[src/pkg/rlt_pkg.sv]
// Purpose: Shared constants and types for the serial flash read-latency lookup.
// Assumes: Single-data-rate read commands only.
// Notes: Table bytes follow the parameter layout with relative byte offsets.
package rlt_pkg;

  localparam int RLT_TBL_BYTES = 88;
  localparam logic [7:0] RLT_PARAM_ID = 8'h90;
  localparam logic [7:0] RLT_PARAM_LEN = 8'h56;
  localparam logic [7:0] RLT_NUM_ROWS = 8'h06;
  localparam logic [7:0] RLT_ROW_LEN = 8'h0e;
  localparam logic [7:0] RLT_UNSUP = 8'hff;
  localparam logic [6:0] RLT_ROW2_OFS = 7'h12;
  localparam logic [6:0] RLT_ROW_STEP = 7'h0e;
  localparam logic [6:0] RLT_ROW_DATA_OFS = 7'h02;
  localparam logic [2:0] RLT_BAND_ROWS = 3'h5;

  typedef enum logic [2:0] {
    RLT_CMD_READ = 3'h0,
    RLT_CMD_FAST = 3'h1,
    RLT_CMD_DOUT = 3'h2,
    RLT_CMD_QOUT = 3'h3,
    RLT_CMD_DIO = 3'h4,
    RLT_CMD_QIO = 3'h5
  } rlt_cmd_t;

  typedef enum logic [1:0] {
    RLT_BAND_SLOW = 2'h0,
    RLT_BAND_MID = 2'h1,
    RLT_BAND_FAST = 2'h3,
    RLT_BAND_TOP = 2'h2
  } rlt_band_t;

  typedef enum logic [1:0] {
    RLT_ST_IDLE = 2'h0,
    RLT_ST_LOOK = 2'h1,
    RLT_ST_DONE = 2'h3
  } rlt_state_t;

endpackage

[src/pkg/rlt_rom_if.sv]
// Purpose: Carries a byte address and its data between the lookup and its table.
// Assumes: Same clock on both sides.
// Notes: Read data is registered one cycle after the address.
`timescale 1ns/10ps
interface rlt_rom_if;
  logic [6:0] addr;
  logic [7:0] data;
  modport user (output addr, input data);
  modport rom (input addr, output data);
endinterface
[src/logic/rlt_lookup.sv]
// Purpose: Resolves mode and dummy cycle counts for a read command and band.
// Assumes: Requests come from logic on mclk; table reads also come from mclk logic.
// Notes: Band 10b has two rows, so the frequency band selects the row, not the code.
// Contract
// - Row two is the 50 MHz band with latency code 11b.
// - Code 11b: single, dual, quad out zero; dual I/O 4; quad I/O 2+1.
// - Code 00b to 80 MHz; plain Read unsupported there.
// - Code 00b: fast/dual/quad out 8 dummy; dual I/O 4; quad I/O 2+4.
// - Code 01b to 90 MHz: no Read; outs 8; dual I/O 5; quad I/O 2+4.
// - Code 10b to 104 MHz: no Read; outs 8; dual I/O 6; quad I/O 2+5.
// - At 133 MHz under 10b only Fast Read works, with 8 dummy cycles.
// - A table entry of all ones marks the command unsupported.
`timescale 1ns/10ps
module rlt_lookup
  import rlt_pkg::*;
(
  input wire logic mclk,          // System clock, 20 MHz.
  input wire logic rst_n,         // Asynchronous reset, active low.
  input wire logic req,           // Lookup request, one-cycle pulse.
  input wire logic [1:0] lat_code, // Configured latency code.
  input wire logic top_band,      // With code 10b, selects the 133 MHz row.
  input wire logic [2:0] cmd,     // Read command kind, rlt_cmd_t encoding.
  output logic busy,              // High while a lookup runs.
  output logic done,              // Result valid, one-cycle pulse.
  output logic [7:0] mode_cycles, // Mode cycles after the address.
  output logic [7:0] dummy_cycles, // Dummy cycles after the mode cycles.
  output logic unsupported,       // Command not allowed in this band.
  input wire logic [6:0] tbl_addr, // Parameter table byte offset for readout.
  input wire logic tbl_rd,        // Parameter table read strobe.
  output logic tbl_ack,           // Table byte valid, one-cycle pulse.
  output logic [7:0] tbl_data     // Table byte read.
);

  rlt_rom_if rom_bus ();
  rlt_state_t state;
  logic [6:0] base;
  logic [1:0] step;
  logic [7:0] mode_byte;
  logic tbl_pend;

  rlt_rom u_rom (
    .mclk(mclk),
    .rst_n(rst_n),
    .bus(rom_bus)
  );

  // Code 10b maps to two rows; the band input picks the 133 MHz one.
  function automatic logic [2:0] row_of(input logic [1:0] code, input logic top);
    case (code)
      2'b11: row_of = 3'h0;
      2'b00: row_of = 3'h1;
      2'b01: row_of = 3'h2;
      2'b10: row_of = top ? 3'h4 : 3'h3;
      default: row_of = 3'h0;
    endcase
  endfunction

  function automatic logic [6:0] row_base(input logic [2:0] row, input logic [2:0] c);
    logic [6:0] r;
    r = RLT_ROW2_OFS + 7'(row * RLT_ROW_STEP);
    row_base = r + RLT_ROW_DATA_OFS + 7'({c, 1'b0});
  endfunction

  assign busy = (state != RLT_ST_IDLE);

  // Table readout is served only when no lookup owns the address port.
  always_comb begin
    if (state == RLT_ST_IDLE && !req) begin
      rom_bus.addr = tbl_addr;
    end else begin
      rom_bus.addr = base + 7'(step);
    end
  end

  always_ff @(posedge mclk or negedge rst_n) begin
    if (!rst_n) begin
      state <= RLT_ST_IDLE;
      base <= 7'h00;
      step <= 2'h0;
    end else begin
      case (state)
        RLT_ST_IDLE: begin
          step <= 2'h0;
          if (req) begin
            base <= row_base(row_of(lat_code, top_band), cmd);
            state <= RLT_ST_LOOK;
          end
        end
        RLT_ST_LOOK: begin
          if (step == 2'h2) begin
            state <= RLT_ST_DONE;
          end
          step <= step + 2'h1;
        end
        RLT_ST_DONE: state <= RLT_ST_IDLE;
        default: state <= RLT_ST_IDLE;
      endcase
    end
  end

  // Step 0 issues mode address, step 1 captures mode and issues dummy.
  always_ff @(posedge mclk or negedge rst_n) begin
    if (!rst_n) begin
      mode_byte <= 8'h00;
      mode_cycles <= 8'h00;
      dummy_cycles <= 8'h00;
      unsupported <= 1'b0;
      done <= 1'b0;
    end else begin
      done <= 1'b0;
      if (state == RLT_ST_LOOK && step == 2'h1) begin
        mode_byte <= rom_bus.data;
      end
      if (state == RLT_ST_LOOK && step == 2'h2) begin
        mode_cycles <= mode_byte;
        dummy_cycles <= rom_bus.data;
        unsupported <= (mode_byte == RLT_UNSUP) || (rom_bus.data == RLT_UNSUP);
        done <= 1'b1;
      end
    end
  end

  // Readout requests arriving during a lookup are dropped; tbl_ack shows which landed.
  always_ff @(posedge mclk or negedge rst_n) begin
    if (!rst_n) begin
      tbl_pend <= 1'b0;
      tbl_ack <= 1'b0;
      tbl_data <= 8'h00;
    end else begin
      tbl_pend <= tbl_rd && state == RLT_ST_IDLE && !req;
      tbl_ack <= tbl_pend;
      if (tbl_pend) begin
        tbl_data <= rom_bus.data;
      end
    end
  end

endmodule

[src/logic/rlt_rom.sv]
// Purpose: Constant latency parameter table read one byte per clock.
// Assumes: Address comes from logic on the same clock.
// Notes: Out-of-range addresses read as the unsupported marker.
`timescale 1ns/10ps
module rlt_rom
  import rlt_pkg::*;
(
  input wire logic mclk,  // System clock.
  input wire logic rst_n, // Asynchronous reset, active low.
  rlt_rom_if.rom bus      // Byte address in, byte out.
);

  localparam logic [7:0] TBL [RLT_TBL_BYTES] = '{
    RLT_PARAM_ID, RLT_PARAM_LEN, RLT_NUM_ROWS, RLT_ROW_LEN,
    8'h46, 8'h43, 8'h03, 8'h13, 8'h0b, 8'h0c, 8'h3b, 8'h3c, 8'h6b, 8'h6c,
    8'hbb, 8'hbc, 8'heb, 8'hec,
    8'h32, 8'h03, 8'h00, 8'h00, 8'h00, 8'h00, 8'h00, 8'h00, 8'h00, 8'h00,
    8'h00, 8'h04, 8'h02, 8'h01,
    8'h50, 8'h00, 8'hff, 8'hff, 8'h00, 8'h08, 8'h00, 8'h08, 8'h00, 8'h08,
    8'h00, 8'h04, 8'h02, 8'h04,
    8'h5a, 8'h01, 8'hff, 8'hff, 8'h00, 8'h08, 8'h00, 8'h08, 8'h00, 8'h08,
    8'h00, 8'h05, 8'h02, 8'h04,
    8'h68, 8'h02, 8'hff, 8'hff, 8'h00, 8'h08, 8'h00, 8'h08, 8'h00, 8'h08,
    8'h00, 8'h06, 8'h02, 8'h05,
    8'h85, 8'h02, 8'hff, 8'hff, 8'h00, 8'h08, 8'hff, 8'hff, 8'hff, 8'hff,
    8'hff, 8'hff, 8'hff, 8'hff
  };

  always_ff @(posedge mclk or negedge rst_n) begin
    if (!rst_n) begin
      bus.data <= 8'h00;
    end else if (int'(bus.addr) < RLT_TBL_BYTES) begin
      bus.data <= TBL[bus.addr];
    end else begin
      bus.data <= RLT_UNSUP;
    end
  end

endmodule

[config.mk]
export PLATFORM = sky130hd
export DESIGN_NAME = rlt_lookup
export DESIGN_NICKNAME = d
export VERILOG_FILES = /design/src/pkg/rlt_pkg.sv /design/src/pkg/rlt_rom_if.sv /design/src/logic/rlt_lookup.sv /design/src/logic/rlt_rom.sv
export SDC_FILE = /design/constraint.sdc
export NUM_CORES = 1
export LEC_CHECK = 0
export BUFFER_PORTS_ARGS = -buffer_cell sky130_fd_sc_hd__buf_2
export CORE_MARGIN = 4
export CORE_UTILIZATION = 60
export DETAILED_ROUTE_END_ITERATION = 8
export GPL_TIMING_DRIVEN = 0
export PLACE_DENSITY = 0.79
export SETUP_SLACK_MARGIN = 0.05
export SYNTH_ARGS = -nofsm -noshare
export SYNTH_HDL_FRONTEND = slang
export SYNTH_SLANG_ARGS = --single-unit
[constraint.sdc]
create_clock -name mclk -period 4 [get_ports mclk]
set_input_delay 0.8 -clock mclk [delete_from_list [all_inputs] [get_ports mclk]]
set_output_delay 0.8 -clock mclk [all_outputs]
set_load 0.1 [all_outputs]
Word-level counts from Yosys, hierarchy flattened
Memories as Yosys holds them, arrays and structs flattened.
Cells that the tools add are included.
{"block": "op_classes", "add_sub_neg": 5, "mul": 1, "n_lt_le_gt_ge": 2, "n_eq_ne": 10, "mux": 13, "bitwise_logic": 1, "n_reduce_logical": 13}
{"operator": "two-way mux 8 bit", "count": 3}
{"operator": "equality test 8 bit, second input constant", "count": 2}
{"operator": "one-hot mux 3 bit (4 select lines)", "count": 1}
{"operator": "two-way mux 3 bit", "count": 3}
{"operator": "greater-or-equal comparator 8 bit, second input constant", "count": 1}
{"operator": "NOT 7 -> 8 bit", "count": 1}
{"operator": "one-hot mux 2 bit (2 select lines)", "count": 2}
{"operator": "adder 5 x 7 -> 7 bit, first input constant", "count": 1}
{"operator": "adder 7 x 2 -> 7 bit", "count": 1}
{"operator": "adder 7 x 2 -> 7 bit, second input constant", "count": 1}
{"operator": "adder 7 x 4 -> 7 bit", "count": 1}
{"operator": "less-than comparator 7 bit, second input constant", "count": 1}
{"operator": "two-way mux 7 bit", "count": 1}
{"operator": "equality test 2 x 1 -> 1 bit, second input constant", "count": 3}
{"operator": "equality test 2 bit, second input constant", "count": 3}
{"operator": "multiplier 3 x 3 -> 6 bit, second input constant", "count": 1}
{"operator": "logical AND 1 bit", "count": 5}
{"operator": "zero test 2 bit", "count": 2}
{"operator": "two-way mux 2 bit", "count": 2}
{"operator": "!= test 2 bit, second input constant", "count": 2}
{"operator": "AND reduction 2 bit", "count": 2}
{"operator": "nonzero test 2 bit", "count": 2}
{"operator": "adder 2 x 1 -> 2 bit, second input constant", "count": 1}
{"operator": "zero test 1 bit", "count": 1}
{"operator": "2 further kinds", "count": 2}
{"block": "word_totals", "reg_bits": 55, "rom_bits": 1024, "inputBits": 17, "output_inout_bits": 28, "elab_cells": 58, "n_memories": 1}
{"name": "(no name shown)", "words": 128, "width": 8, "read_ports": 1, "rd_clocked_by_memory_dff": 0, "wr": 0, "line": "rlt_rom.sv:33", "text": "bus.data <= TBL[bus.addr];"}

Logic depth before layout (Yosys ltp)
Gate-level depths: netlist of run 1.
{"block": "logic_depth", "depth_word": 8, "depth_mapped": 14, "mapped_depth_nobuf": 14}

Hierarchy
A second synthesis of run 1 with hierarchy kept.
{"block": "unflattened", "hier_cells": 323, "hier_area_um2": 3295.7}
{"mod": "rlt_lookup", "instances": 1, "cells_per_inst": 189, "area_per_inst_um2": 2308.5, "seq_area_each_um2": 1151.1}
{"mod": "rlt_rom", "instances": 1, "cells_per_inst": 134, "area_per_inst_um2": 987.2, "seq_area_each_um2": 200.2}

Least setup slack after synthesis of run 1
No wires, ideal clock.
{"block": "synth_timing", "path_kind": "in2reg", "from": "input lat_code[0]", "to": "register base[6]", "setup_ns": 0.082, "arrival_time_ns": 3.163, "required_time_ns": 3.918, "path_slack_ns": 0.755, "stages": 14, "n_path_buf": 0, "path_cell_list": "inv_1 ha_1 or2_2 ha_1 nand2b_1 ha_1 xnor2_1 inv_1 ha_1 a21oi_1 mux2i_1 nor3b_1 o21ai_0 a31oi_1"}
{"block": "synth_between", "elab_chain_len": 8, "word_cells_on_any_way": 11, "cone_classes": "add/sub: 3; mul: 1; eq/ne: 3; mux: 3; reduce/logical: 1"}
{"item": "start: declaration", "line": "rlt_lookup.sv:20", "text": "input wire logic [1:0] lat_code,"}
{"item": "equality test 2 bit, or another cell as far along", "line": "rlt_lookup.sv:49", "text": "case (code)"}
{"item": "one-hot mux 3 bit (4 select lines) (*)", "line": "rlt_lookup.sv:49"}
{"item": "two-way mux 3 bit (*)", "line": "rlt_lookup.sv:84", "text": "if (req) begin"}
{"item": "two-way mux 3 bit (*)", "line": "rlt_lookup.sv:81", "text": "case (state)"}
{"item": "multiplier 3 x 3 -> 6 bit (*)", "line": "rlt_lookup.sv:60", "text": "r = RLT_ROW2_OFS + 7'(row * RLT_ROW_STEP);"}
{"item": "adder 5 x 7 -> 7 bit (*)", "line": "rlt_lookup.sv:60"}
{"item": "adder 7 x 2 -> 7 bit (*)", "line": "rlt_lookup.sv:61", "text": "row_base = r + RLT_ROW_DATA_OFS + 7'({c, 1'b0});"}
{"item": "adder 7 x 4 -> 7 bit (*)", "line": "rlt_lookup.sv:61"}
{"item": "end signal: assignment", "line": "rlt_lookup.sv:85", "text": "base <= row_base(row_of(lat_code, top_band), cmd);"}
{"item": "end: declaration", "line": "rlt_lookup.sv:36", "text": "logic [6:0] base;"}
Mark *: on every way between the ends. The rest lies on a longest branch, timed or not. The select of a mux whose other input is x is not followed.
A chain may end at the register's enable or synchronous reset.

Worst setup path in the final report of run 1
Ends and elaborated chain as after synthesis.

==> results.cfg, run 1 <==
[floorplan]
start_util_pct = 63.3
core_um2 = 5640
die_area_um2 = 7250
die_h_um = 85.2
die_w_um = 85.2
rows = 27
ios = 45

[synth]
synth.net_count = 387
ys_ff_latch = 54
syn_avg_cell_area_um2 = 10.3
syn_area_um2 = 3570
yosysTopAreaCellShare_pct = 37.8
synth-seq-area-share_pct = 37.8
synth_top_area_cell = dfrtp_1
synthFlopType = dfrtp_1
synthCells = 348
synth_edf_count = 0
postSynth.asyncResetShare_pct = 100
synth.area.top_cells = dfrtp_1, mux2_2, ha_1
synth_warnings = 0
synth.distinct_cells = 65

[routing]
routed_via_density = 6.22
drt-wirelength-per-cell_um = 17.7
dr.first_iter.drc_count = 194
final_antenna_net_count = 0
post-route-drc-count = 0
via_count = 2925
drt_wl_total_um = 8310
dr.pass1.iters = 5

[timing]
tightestPinTransition_ns = 1.14
period_minus_slack_ns = 3.35
fmax_mhz = 299
finalSetupTns_ns = 0
final.period_utilization_pct = 83.6
maxSlewHeadroom_pct = 23.8
maxSlewViolCount = 0
final_hold_viol_count = 0
setup_violations = 0
fin_skew_ns = 0.0167
rsz0062_at_grt = no

[cts]
cts_tree = built
ctsHtreeMaxLevel = 2
clock_latency_ns = 0.30
post_cts_buffers = 0
postCtsHoldBufs = 0
post_cts_resized = 0
clock_sinks = 54
numCtsBuffers = 5
root_buffer = clkbuf_8
clock_path_buffers = 2
clkTransAtPathRegs_ns = 0.10

[finish]
drive_above_1_share_pct = 29.4
final_cell_mix = dfrtp_1, buf_2, mux2_2
fin_nets = 437
post-route-util_pct = 70.2
area_delta_synth_final_pct = 10.9
antenna_cells = 0
fillers = 432
layout_commonest_cell = dfrtp_1

[setup_path]
endpoint_kind = register
reg2reg_to = u_rom.bus.data[3]
cp-start-kind = input pin
regToRegStartpoint = state[1]
crit_fanout = 5
crit_start = lat_code[0]
worstSetupEndpoint = base[6]
critPathMostFrequentCell = ha_1
crit_arrival_ns = 3.57
r2r_cells = 8
crit_slowest_cell = ha_1
path_cells = buf_2, inv_1, ha_1, or2_2, ha_1, nand2b_1, ha_1, xnor2_1, inv_1, ha_1, a21oi_1, mux2i_1, nor3b_1, o21ai_0, a31oi_1
required_ns = 4.22
r2r_setup_slack_ns = 1.00
path_class = in -> reg
slowest_delay_ns = 0.34

[global_route]
grt_pass1_wl_um = 13900
grt_pass1_vias = 2786
gr-usage-all-layers_pct = 23.8
grt_max_degree = 55
grt_overflow = 0
grt_antenna_before_repair = 0

[placed_design]
place_hpwl_um = 6380
portBuffers = 43
place_congestion = 0.943

[hold_path]
hp-class = reg -> reg

[status]
status = completed

[flow_run]
cap_violations = 0
==> metrics by stage <==
| step | cell area [um^2] | hold slack, ns | std cells | worst slack, ns |
|---|---|---|---|---|
| after floorplan | 3570 | 0.352 | 348 | 0.755 |
| after global placement | 3880 | 0.363 | 463 | 0.458 |
| after detailed placement | 3880 | 0.365 | 463 | 0.346 |
| after CTS | 3960 | 0.372 | 470 | 0.645 |
| after global routing | 3960 | 0.394 | 470 | 0.298 |
| final | 3960 | 0.374 | 470 | 0.655 |
==> flip-flops by register name (all words and copies together) (netlist names) <==
register / cells
dummy_cycles: 8
base: 6
step: 2
state: 2
tbl_pend: 1
mode_byte: 8
u_rom.bus.data: 8
unsupported: 1
mode_cycles: 8
done: 1
tbl_data: 8
tbl_ack: 1
==> logic make-up (layout without fill, tap and decap cells) <==
family,after synthesis,in the layout,share of synthesized area [%]
multiplexers,48,48,15.6
flip-flops,54,54,37.8
adder cells (fa/ha/maj),22,22,7.92
AO/OA/AOI/OAI,80,80,16.7
buffers and inverters,32,82,4.76
AND/OR/NAND/NOR,99,99,13.6
XOR/XNOR,13,13,3.61
==> worst min path at each step <==
stage | slack, ns | to | start | cells past startpoint
finish | 0.37 | tbl_ack | tbl_pend | 0
floorplan | 0.35 | tbl_ack | tbl_pend | 0
global route | 0.39 | tbl_ack | tbl_pend | 0
CTS | 0.37 | tbl_ack | tbl_pend | 0
detailed placement | 0.36 | tbl_ack | tbl_pend | 0
global placement | 0.36 | tbl_ack | tbl_pend | 0
==> layer usage <==
| layer | track usage, % | wire length [um] | vias to the layer above |
|---|---|---|---|
| met5 | 0 | 0 | - |
| met4 | 7.77 | 208 | 0 |
| met3 | 3.40 | 663 | 21 |
| li1 | - | - | 1365 |
| met1 | 32.1 | 3510 | 1410 |
| met2 | 39.3 | 3930 | 129 |
==> worst max-delay path, delay by kind of cell <==
family | cells | cell delay, ns
compound gates | 3 | 0.45
simple gates | 3 | 0.66
buf+inv | 3 | 0.28
fa+ha+maj | 4 | 1.04
xor+xnor | 1 | 0.23
mux | 1 | 0.10
==> cell type report <==
cell class,count,area (um^2),area share (%)
buffer,14,103,2.59
clock buffer,5,68.8,1.74
clock inverter,2,15.0,0.379
inverter,18,67.6,1.71
multi-input combinational,262,2050,51.8
sequential,54,1350,34.1
tap,72,90.1,2.27
timing repair buffer,43,215,5.43
==> synthesized netlist by cell type (3+ instances only) <==
| cell type | instances |
|---|---|
| nand2_1 | 27 |
| clkbuf_1 | 6 |
| nand3_1 | 9 |
| a21oi_1 | 18 |
| nand4_1 | 5 |
| dfrtp_1 | 54 |
| inv_1 | 17 |
| a221oi_1 | 4 |
| o211ai_1 | 4 |
| and2_1 | 6 |
| mux2i_1 | 9 |
| mux2_2 | 36 |
| buf_2 | 3 |
| a311oi_1 | 3 |
| a211oi_1 | 7 |
| nor3_1 | 10 |
| and3_1 | 3 |
| o21ai_0 | 13 |
| a31oi_1 | 4 |
| xor2_1 | 3 |
| ha_1 | 21 |
| nor2b_1 | 3 |
| nor2_1 | 22 |
| xnor2_1 | 8 |
Power of run 1 is left out: the tool's default activity adds up to more than one toggle a clock period on the data nets, which glitch-free logic cannot reach.
==> run 2: changes to the inputs <==
--- a/config.mk
+++ b/config.mk
@@ -7,10 +7,10 @@
 export LEC_CHECK = 0
 export BUFFER_PORTS_ARGS = -buffer_cell sky130_fd_sc_hd__buf_2
 export CORE_MARGIN = 4
-export CORE_UTILIZATION = 60
+export CORE_UTILIZATION = 59
 export DETAILED_ROUTE_END_ITERATION = 8
 export GPL_TIMING_DRIVEN = 0
-export PLACE_DENSITY = 0.79
+export PLACE_DENSITY = 0.78
 export SETUP_SLACK_MARGIN = 0.05
 export SYNTH_ARGS = -nofsm -noshare
 export SYNTH_HDL_FRONTEND = slang
==> constraint.sdc (replaced) <==
create_clock -name mclk -period 3.4 [get_ports mclk]
set_input_delay 0.68 -clock mclk [delete_from_list [all_inputs] [get_ports mclk]]
set_output_delay 0.68 -clock mclk [all_outputs]
set_load 0.1 [all_outputs]
==> results.cfg, run 2 (synthesis gave the netlist of run 1 again) <==
[cts]
postCtsHoldBufs = 0
clkTransAtPathRegs_ns = 0.09
numCtsBuffers = 5
clock_latency_ns = 0.30
root_buffer = clkbuf_8
clock_path_buffers = 2
cts_tree = built
clock_sinks = 54
ctsHtreeMaxLevel = 2

[hold_path]
holdCritStartpoint = tbl_pend
hp-class = reg -> reg
whs_endpoint = tbl_ack
worstHoldPathCells = 0

[floorplan]
rows = 28
core_um2 = 5890
ios = 45
die_area_um2 = 7360
die_w_um = 85.8
start_util_pct = 60.7
die_h_um = 85.8

[timing]
fin_hold_ws_ns = 0.361
final.period_utilization_pct = 91.3
period_minus_slack_ns = 3.10
fin_skew_ns = 0.0170
maxSlewViolCount = 0
fmax_mhz = 322
final_hold_viol_count = 0
tightestPinTransition_ns = 1.11
maxSlewHeadroom_pct = 25.8
setup_violations = 0
rsz0062_at_grt = no

[global_route]
use_met2_pct = 38.3
grt_antenna_before_repair = 0
gr-usage-all-layers_pct = 22.9
busiest_layer = met2
grt_pass1_wl_um = 13500
globalRouteMet3Util_pct = 2.79
grt_overflow = 0
gr-usage-met1_pct = 30.9
grt_max_degree = 55
grt_pass1_vias = 2752

[status]
status = completed

[setup_path]
path_class = in -> reg
reg2reg_to = u_rom.bus.data[3]
crit_arrival_ns = 3.33
cp-start-kind = input pin
path_cells = buf_2, inv_1, ha_1, or2_2, ha_1, nand2b_1, ha_1, xnor2_2, inv_1, ha_1, a21oi_2, mux2i_1, nor3b_2, o21ai_0, a31oi_1
required_ns = 3.62
r2r_cells = 8
critPathMostFrequentCell = ha_1
slowest_delay_ns = 0.35
cpLargestDelayFamily = adder cells
crit_slowest_cell = ha_1
crit_fanout = 5
r2r_setup_slack_ns = 0.43
regToRegStartpoint = state[1]
endpoint_kind = register
crit_buf_inv = 3

[finish]
seqCellArea_um2 = 1350
area_delta_synth_final_pct = 12.2
layout_commonest_cell = dfrtp_1
drive_above_1_share_pct = 30.1
multi_input_area_um2 = 2070
layout.cells.non_filler = 474
antenna_cells = 0
fillers = 458
final_cell_mix = dfrtp_1, buf_2, mux2_2
fin_nets = 437

[routing]
final_antenna_net_count = 0
dr.first_iter.drc_count = 211
drt-wirelength-per-cell_um = 16.7
dr.pass1.iters = 7
routed_via_density = 6.02
post-route-drc-count = 0
via_count = 2853
drt_wl_total_um = 7930

[placed_design]
place_congestion = 0.999
place_hpwl_um = 5990
post-place-cells = 466
portBuffers = 43

[flow_run]
cap_violations = 0
==> run 2: cell count changes in the layout (fill, tap and decap cells not counted) <==
| cell | previous run | this run |
|---|---|---|
| bufinv_16 | 0 | 1 |
| a21oi_2 | 2 | 3 |
| clkinvlp_4 | 2 | 1 |
| a21oi_1 | 18 | 17 |
| clkbuf_1 | 6 | 7 |
| xnor2_1 | 8 | 7 |
| nor3b_1 | 2 | 1 |
| xnor2_2 | 0 | 1 |
| nor3b_2 | 0 | 1 |
==> run 2: cell type report <==
type | instances | area share (%)
Tap cell | 75 | 2.34
Inverter | 18 | 1.69
Multi-Input combinational cell | 262 | 51.6
Clock buffer | 6 | 1.81
Timing Repair Buffer | 43 | 5.37
Sequential cell | 54 | 33.7
Buffer | 14 | 2.56
Clock inverter | 2 | 0.937
==> run 2: repair_timing <==
action                                  4_1_cts  5_1_grt
endpoints found under the setup margin        0        1
gates resized for setup                       0        3
buffers inserted                              0        0
==> run 2: worst register-to-register path, cell delays in order (launching register included) <==
cell      delay, ns
dfrtp_1        0.46
nor3_1         0.43
mux2i_1        0.63
inv_1          0.27
ha_1           0.34
mux2i_1        0.16
o221ai_1       0.14
a211oi_1       0.30
a21oi_1        0.12
==> run 2: worst max path at each step <==
stage / startpoint / to / slack (ns) / cells past startpoint
after floorplan: lat_code[0] / base[6] / 0.28 / 14
after global placement: lat_code[0] / base[6] / -0.01 / 15
after detailed placement: lat_code[0] / base[6] / -0.07 / 15
after CTS: lat_code[0] / base[6] / 0.23 / 15
after global routing: lat_code[0] / base[6] / 0.04 / 15
final: lat_code[0] / base[6] / 0.30 / 15
==> run 2: per-stage QoR <==
step / setup WS (ns) / area [um^2] / util (%) / TNS, ns
after global placement: -0.0112 / 3880 / 65.9 / -0.0112
final: 0.297 / 4010 / 68.1 / 0
after global routing: 0.0381 / 4010 / 68.1 / 0
after floorplan: 0.275 / 3570 / - / 0
after CTS: 0.228 / 3990 / 67.8 / 0
after detailed placement: -0.0713 / 3880 / 65.9 / -0.0713
==> run 2: layer usage <==
layer / up-vias / part of all wire [%]
met5: - / 0
met4: 0 / 1.6
met3: 14 / 7.1
met2: 118 / 48
met1: 1357 / 43
li1: 1364 / -
Power of run 2 is left out for the same reason.
==> run 3: changes to the inputs <==
--- a/config.mk
+++ b/config.mk
@@ -6,8 +6,10 @@
 export NUM_CORES = 1
 export LEC_CHECK = 0
 export BUFFER_PORTS_ARGS = -buffer_cell sky130_fd_sc_hd__buf_2
+export CELL_PAD_IN_SITES_DETAIL_PLACEMENT = 0
+export CELL_PAD_IN_SITES_GLOBAL_PLACEMENT = 1
 export CORE_MARGIN = 4
-export CORE_UTILIZATION = 59
+export CORE_UTILIZATION = 46
 export DETAILED_ROUTE_END_ITERATION = 8
 export GPL_TIMING_DRIVEN = 0
 export PLACE_DENSITY = 0.78
==> results.cfg, run 3 (synthesis gave the netlist of run 1 again) <==
[status]
status = completed

[finish]
seqCellArea_um2 = 1350
post-route-util_pct = 54.5
fin_nets = 437
fillers = 678
layout_commonest_cell = dfrtp_1
final_area_um2 = 4040
final_cell_mix = dfrtp_1, buf_2, mux2_2
multi_input_area_um2 = 2060
drive_above_1_share_pct = 30.1
area_delta_synth_final_pct = 13.1
antenna_cells = 0

[routing]
routed_via_density = 5.67
final_antenna_net_count = 0
dr.first_iter.drc_count = 75
drt_wl_total_um = 8130
drt-wirelength-per-cell_um = 16.3
via_count = 2824
dr.pass1.iters = 4
post-route-drc-count = 0

[timing]
maxSlewViolCount = 0
rsz0062_at_grt = no
final_hold_viol_count = 0
final.period_utilization_pct = 92.4
period_minus_slack_ns = 3.14
tightestPinTransition_ns = 1.15
maxSlewHeadroom_pct = 23.3
fmax_mhz = 318
setup_violations = 0
fin_skew_ns = 0.00707

[floorplan]
ios = 45
rows = 31
start_util_pct = 48.2
die_area_um2 = 9240
die_h_um = 96.1
core_um2 = 7410
die_w_um = 96.1

[setup_path]
slowest_delay_ns = 0.69
critPathMostFrequentCell = mux2i_1
cp-start-kind = register
required_ns = 3.56
crit_fanout = 8
endpoint_kind = register
crit_arrival_ns = 3.31
crit_slowest_cell = mux2i_1
path_class = reg -> reg
path_cells = nor3_1, mux2i_1, inv_1, ha_1, mux2i_1, o221ai_1, a211oi_1, a21oi_1

[cts]
numCtsBuffers = 5
clock_sinks = 54
root_buffer = clkbuf_8
cts_tree = built
clkTransAtPathRegs_ns = 0.09
clock_latency_ns = 0.30
post_cts_buffers = 0
ctsHtreeMaxLevel = 2
clock_path_buffers = 2

[placed_design]
place_congestion = 0.899
placed_area_um2 = 3910
place_hpwl_um = 6360
portBuffers = 43

[global_route]
grt_pass1_vias = 2749
grt_max_degree = 55
gr-usage-all-layers_pct = 18.9
grt_antenna_before_repair = 0
grt_pass1_wl_um = 13800
grt_overflow = 0

[flow_run]
cap_violations = 0

[hold_path]
hp-class = reg -> reg
## run 3: cell types whose count changed in the layout (fill, tap and decap cells not counted)
cell / previous run / this run
nor3b_2: 1 / 0
clkbuf_1: 7 / 6
inv_6: 0 / 1
nor3b_1: 1 / 2
clkinvlp_4: 1 / 0
clkinv_4: 0 / 1
## run 3: final cells by class
cell class	instances	area share [%]
plain buffers	14	2.54
clock buffers	5	1.70
clock inverters	3	1.18
inverters	18	1.67
multi-input cells	262	51.1
flip-flops and latches	54	33.5
well taps	99	3.07
repair buffers	43	5.33
## run 3: worst max-delay path: cells and delay by family, from the launching register on
kind | cells | cell delay, ns
muxes | 2 | 0.85
AOI/OAI and AO/OA | 3 | 0.59
DFF | 1 | 0.46
and+or+nand+nor | 1 | 0.46
adders and majority gates | 1 | 0.34
buffers and inverters | 1 | 0.31
## run 3: worst paths after layout
path                            depth (start not counted)     start  slack, ns                 to
worst max register to register                          8  state[1]       0.26  u_rom.bus.data[3]
worst min-delay path                                    0  tbl_pend       0.38            tbl_ack
max in group asynchronous                               1     rst_n       2.10  u_rom.bus.data[1]
min in group asynchronous                               1     rst_n       0.60     mode_cycles[7]
worst max-delay path                                    8  state[1]       0.26  u_rom.bus.data[3]
worst min register to register                          0  tbl_pend       0.38            tbl_ack
## run 3: through the flow
stage	TNS, ns	std cells	hold slack (ns)	worst slack, ns
floorplan	0	348	0.352	0.275
global placement	-0.0784	490	0.356	-0.0784
detailed placement	-0.102	490	0.366	-0.102
CTS	0	498	0.383	0.205
global route	0	498	0.388	0.0537
finish	0	498	0.376	0.259
## run 3: per-layer routing
layer	global-route usage (%)	vias to the layer above	wire [um]
li1	-	1371	-
met1	27.2	1346	3760
met2	29.4	92	3720
met3	2.81	15	502
met4	5.57	0	159
met5	0	-	0
## run 3: timing repair
action / CTS / global route
resized for setup: 0 / 2
endpoints found under the setup margin: 0 / 1
hold buffers: 0 / 0
endpoints found under the hold margin: 0 / 0
Power of run 3 is left out for the same reason.
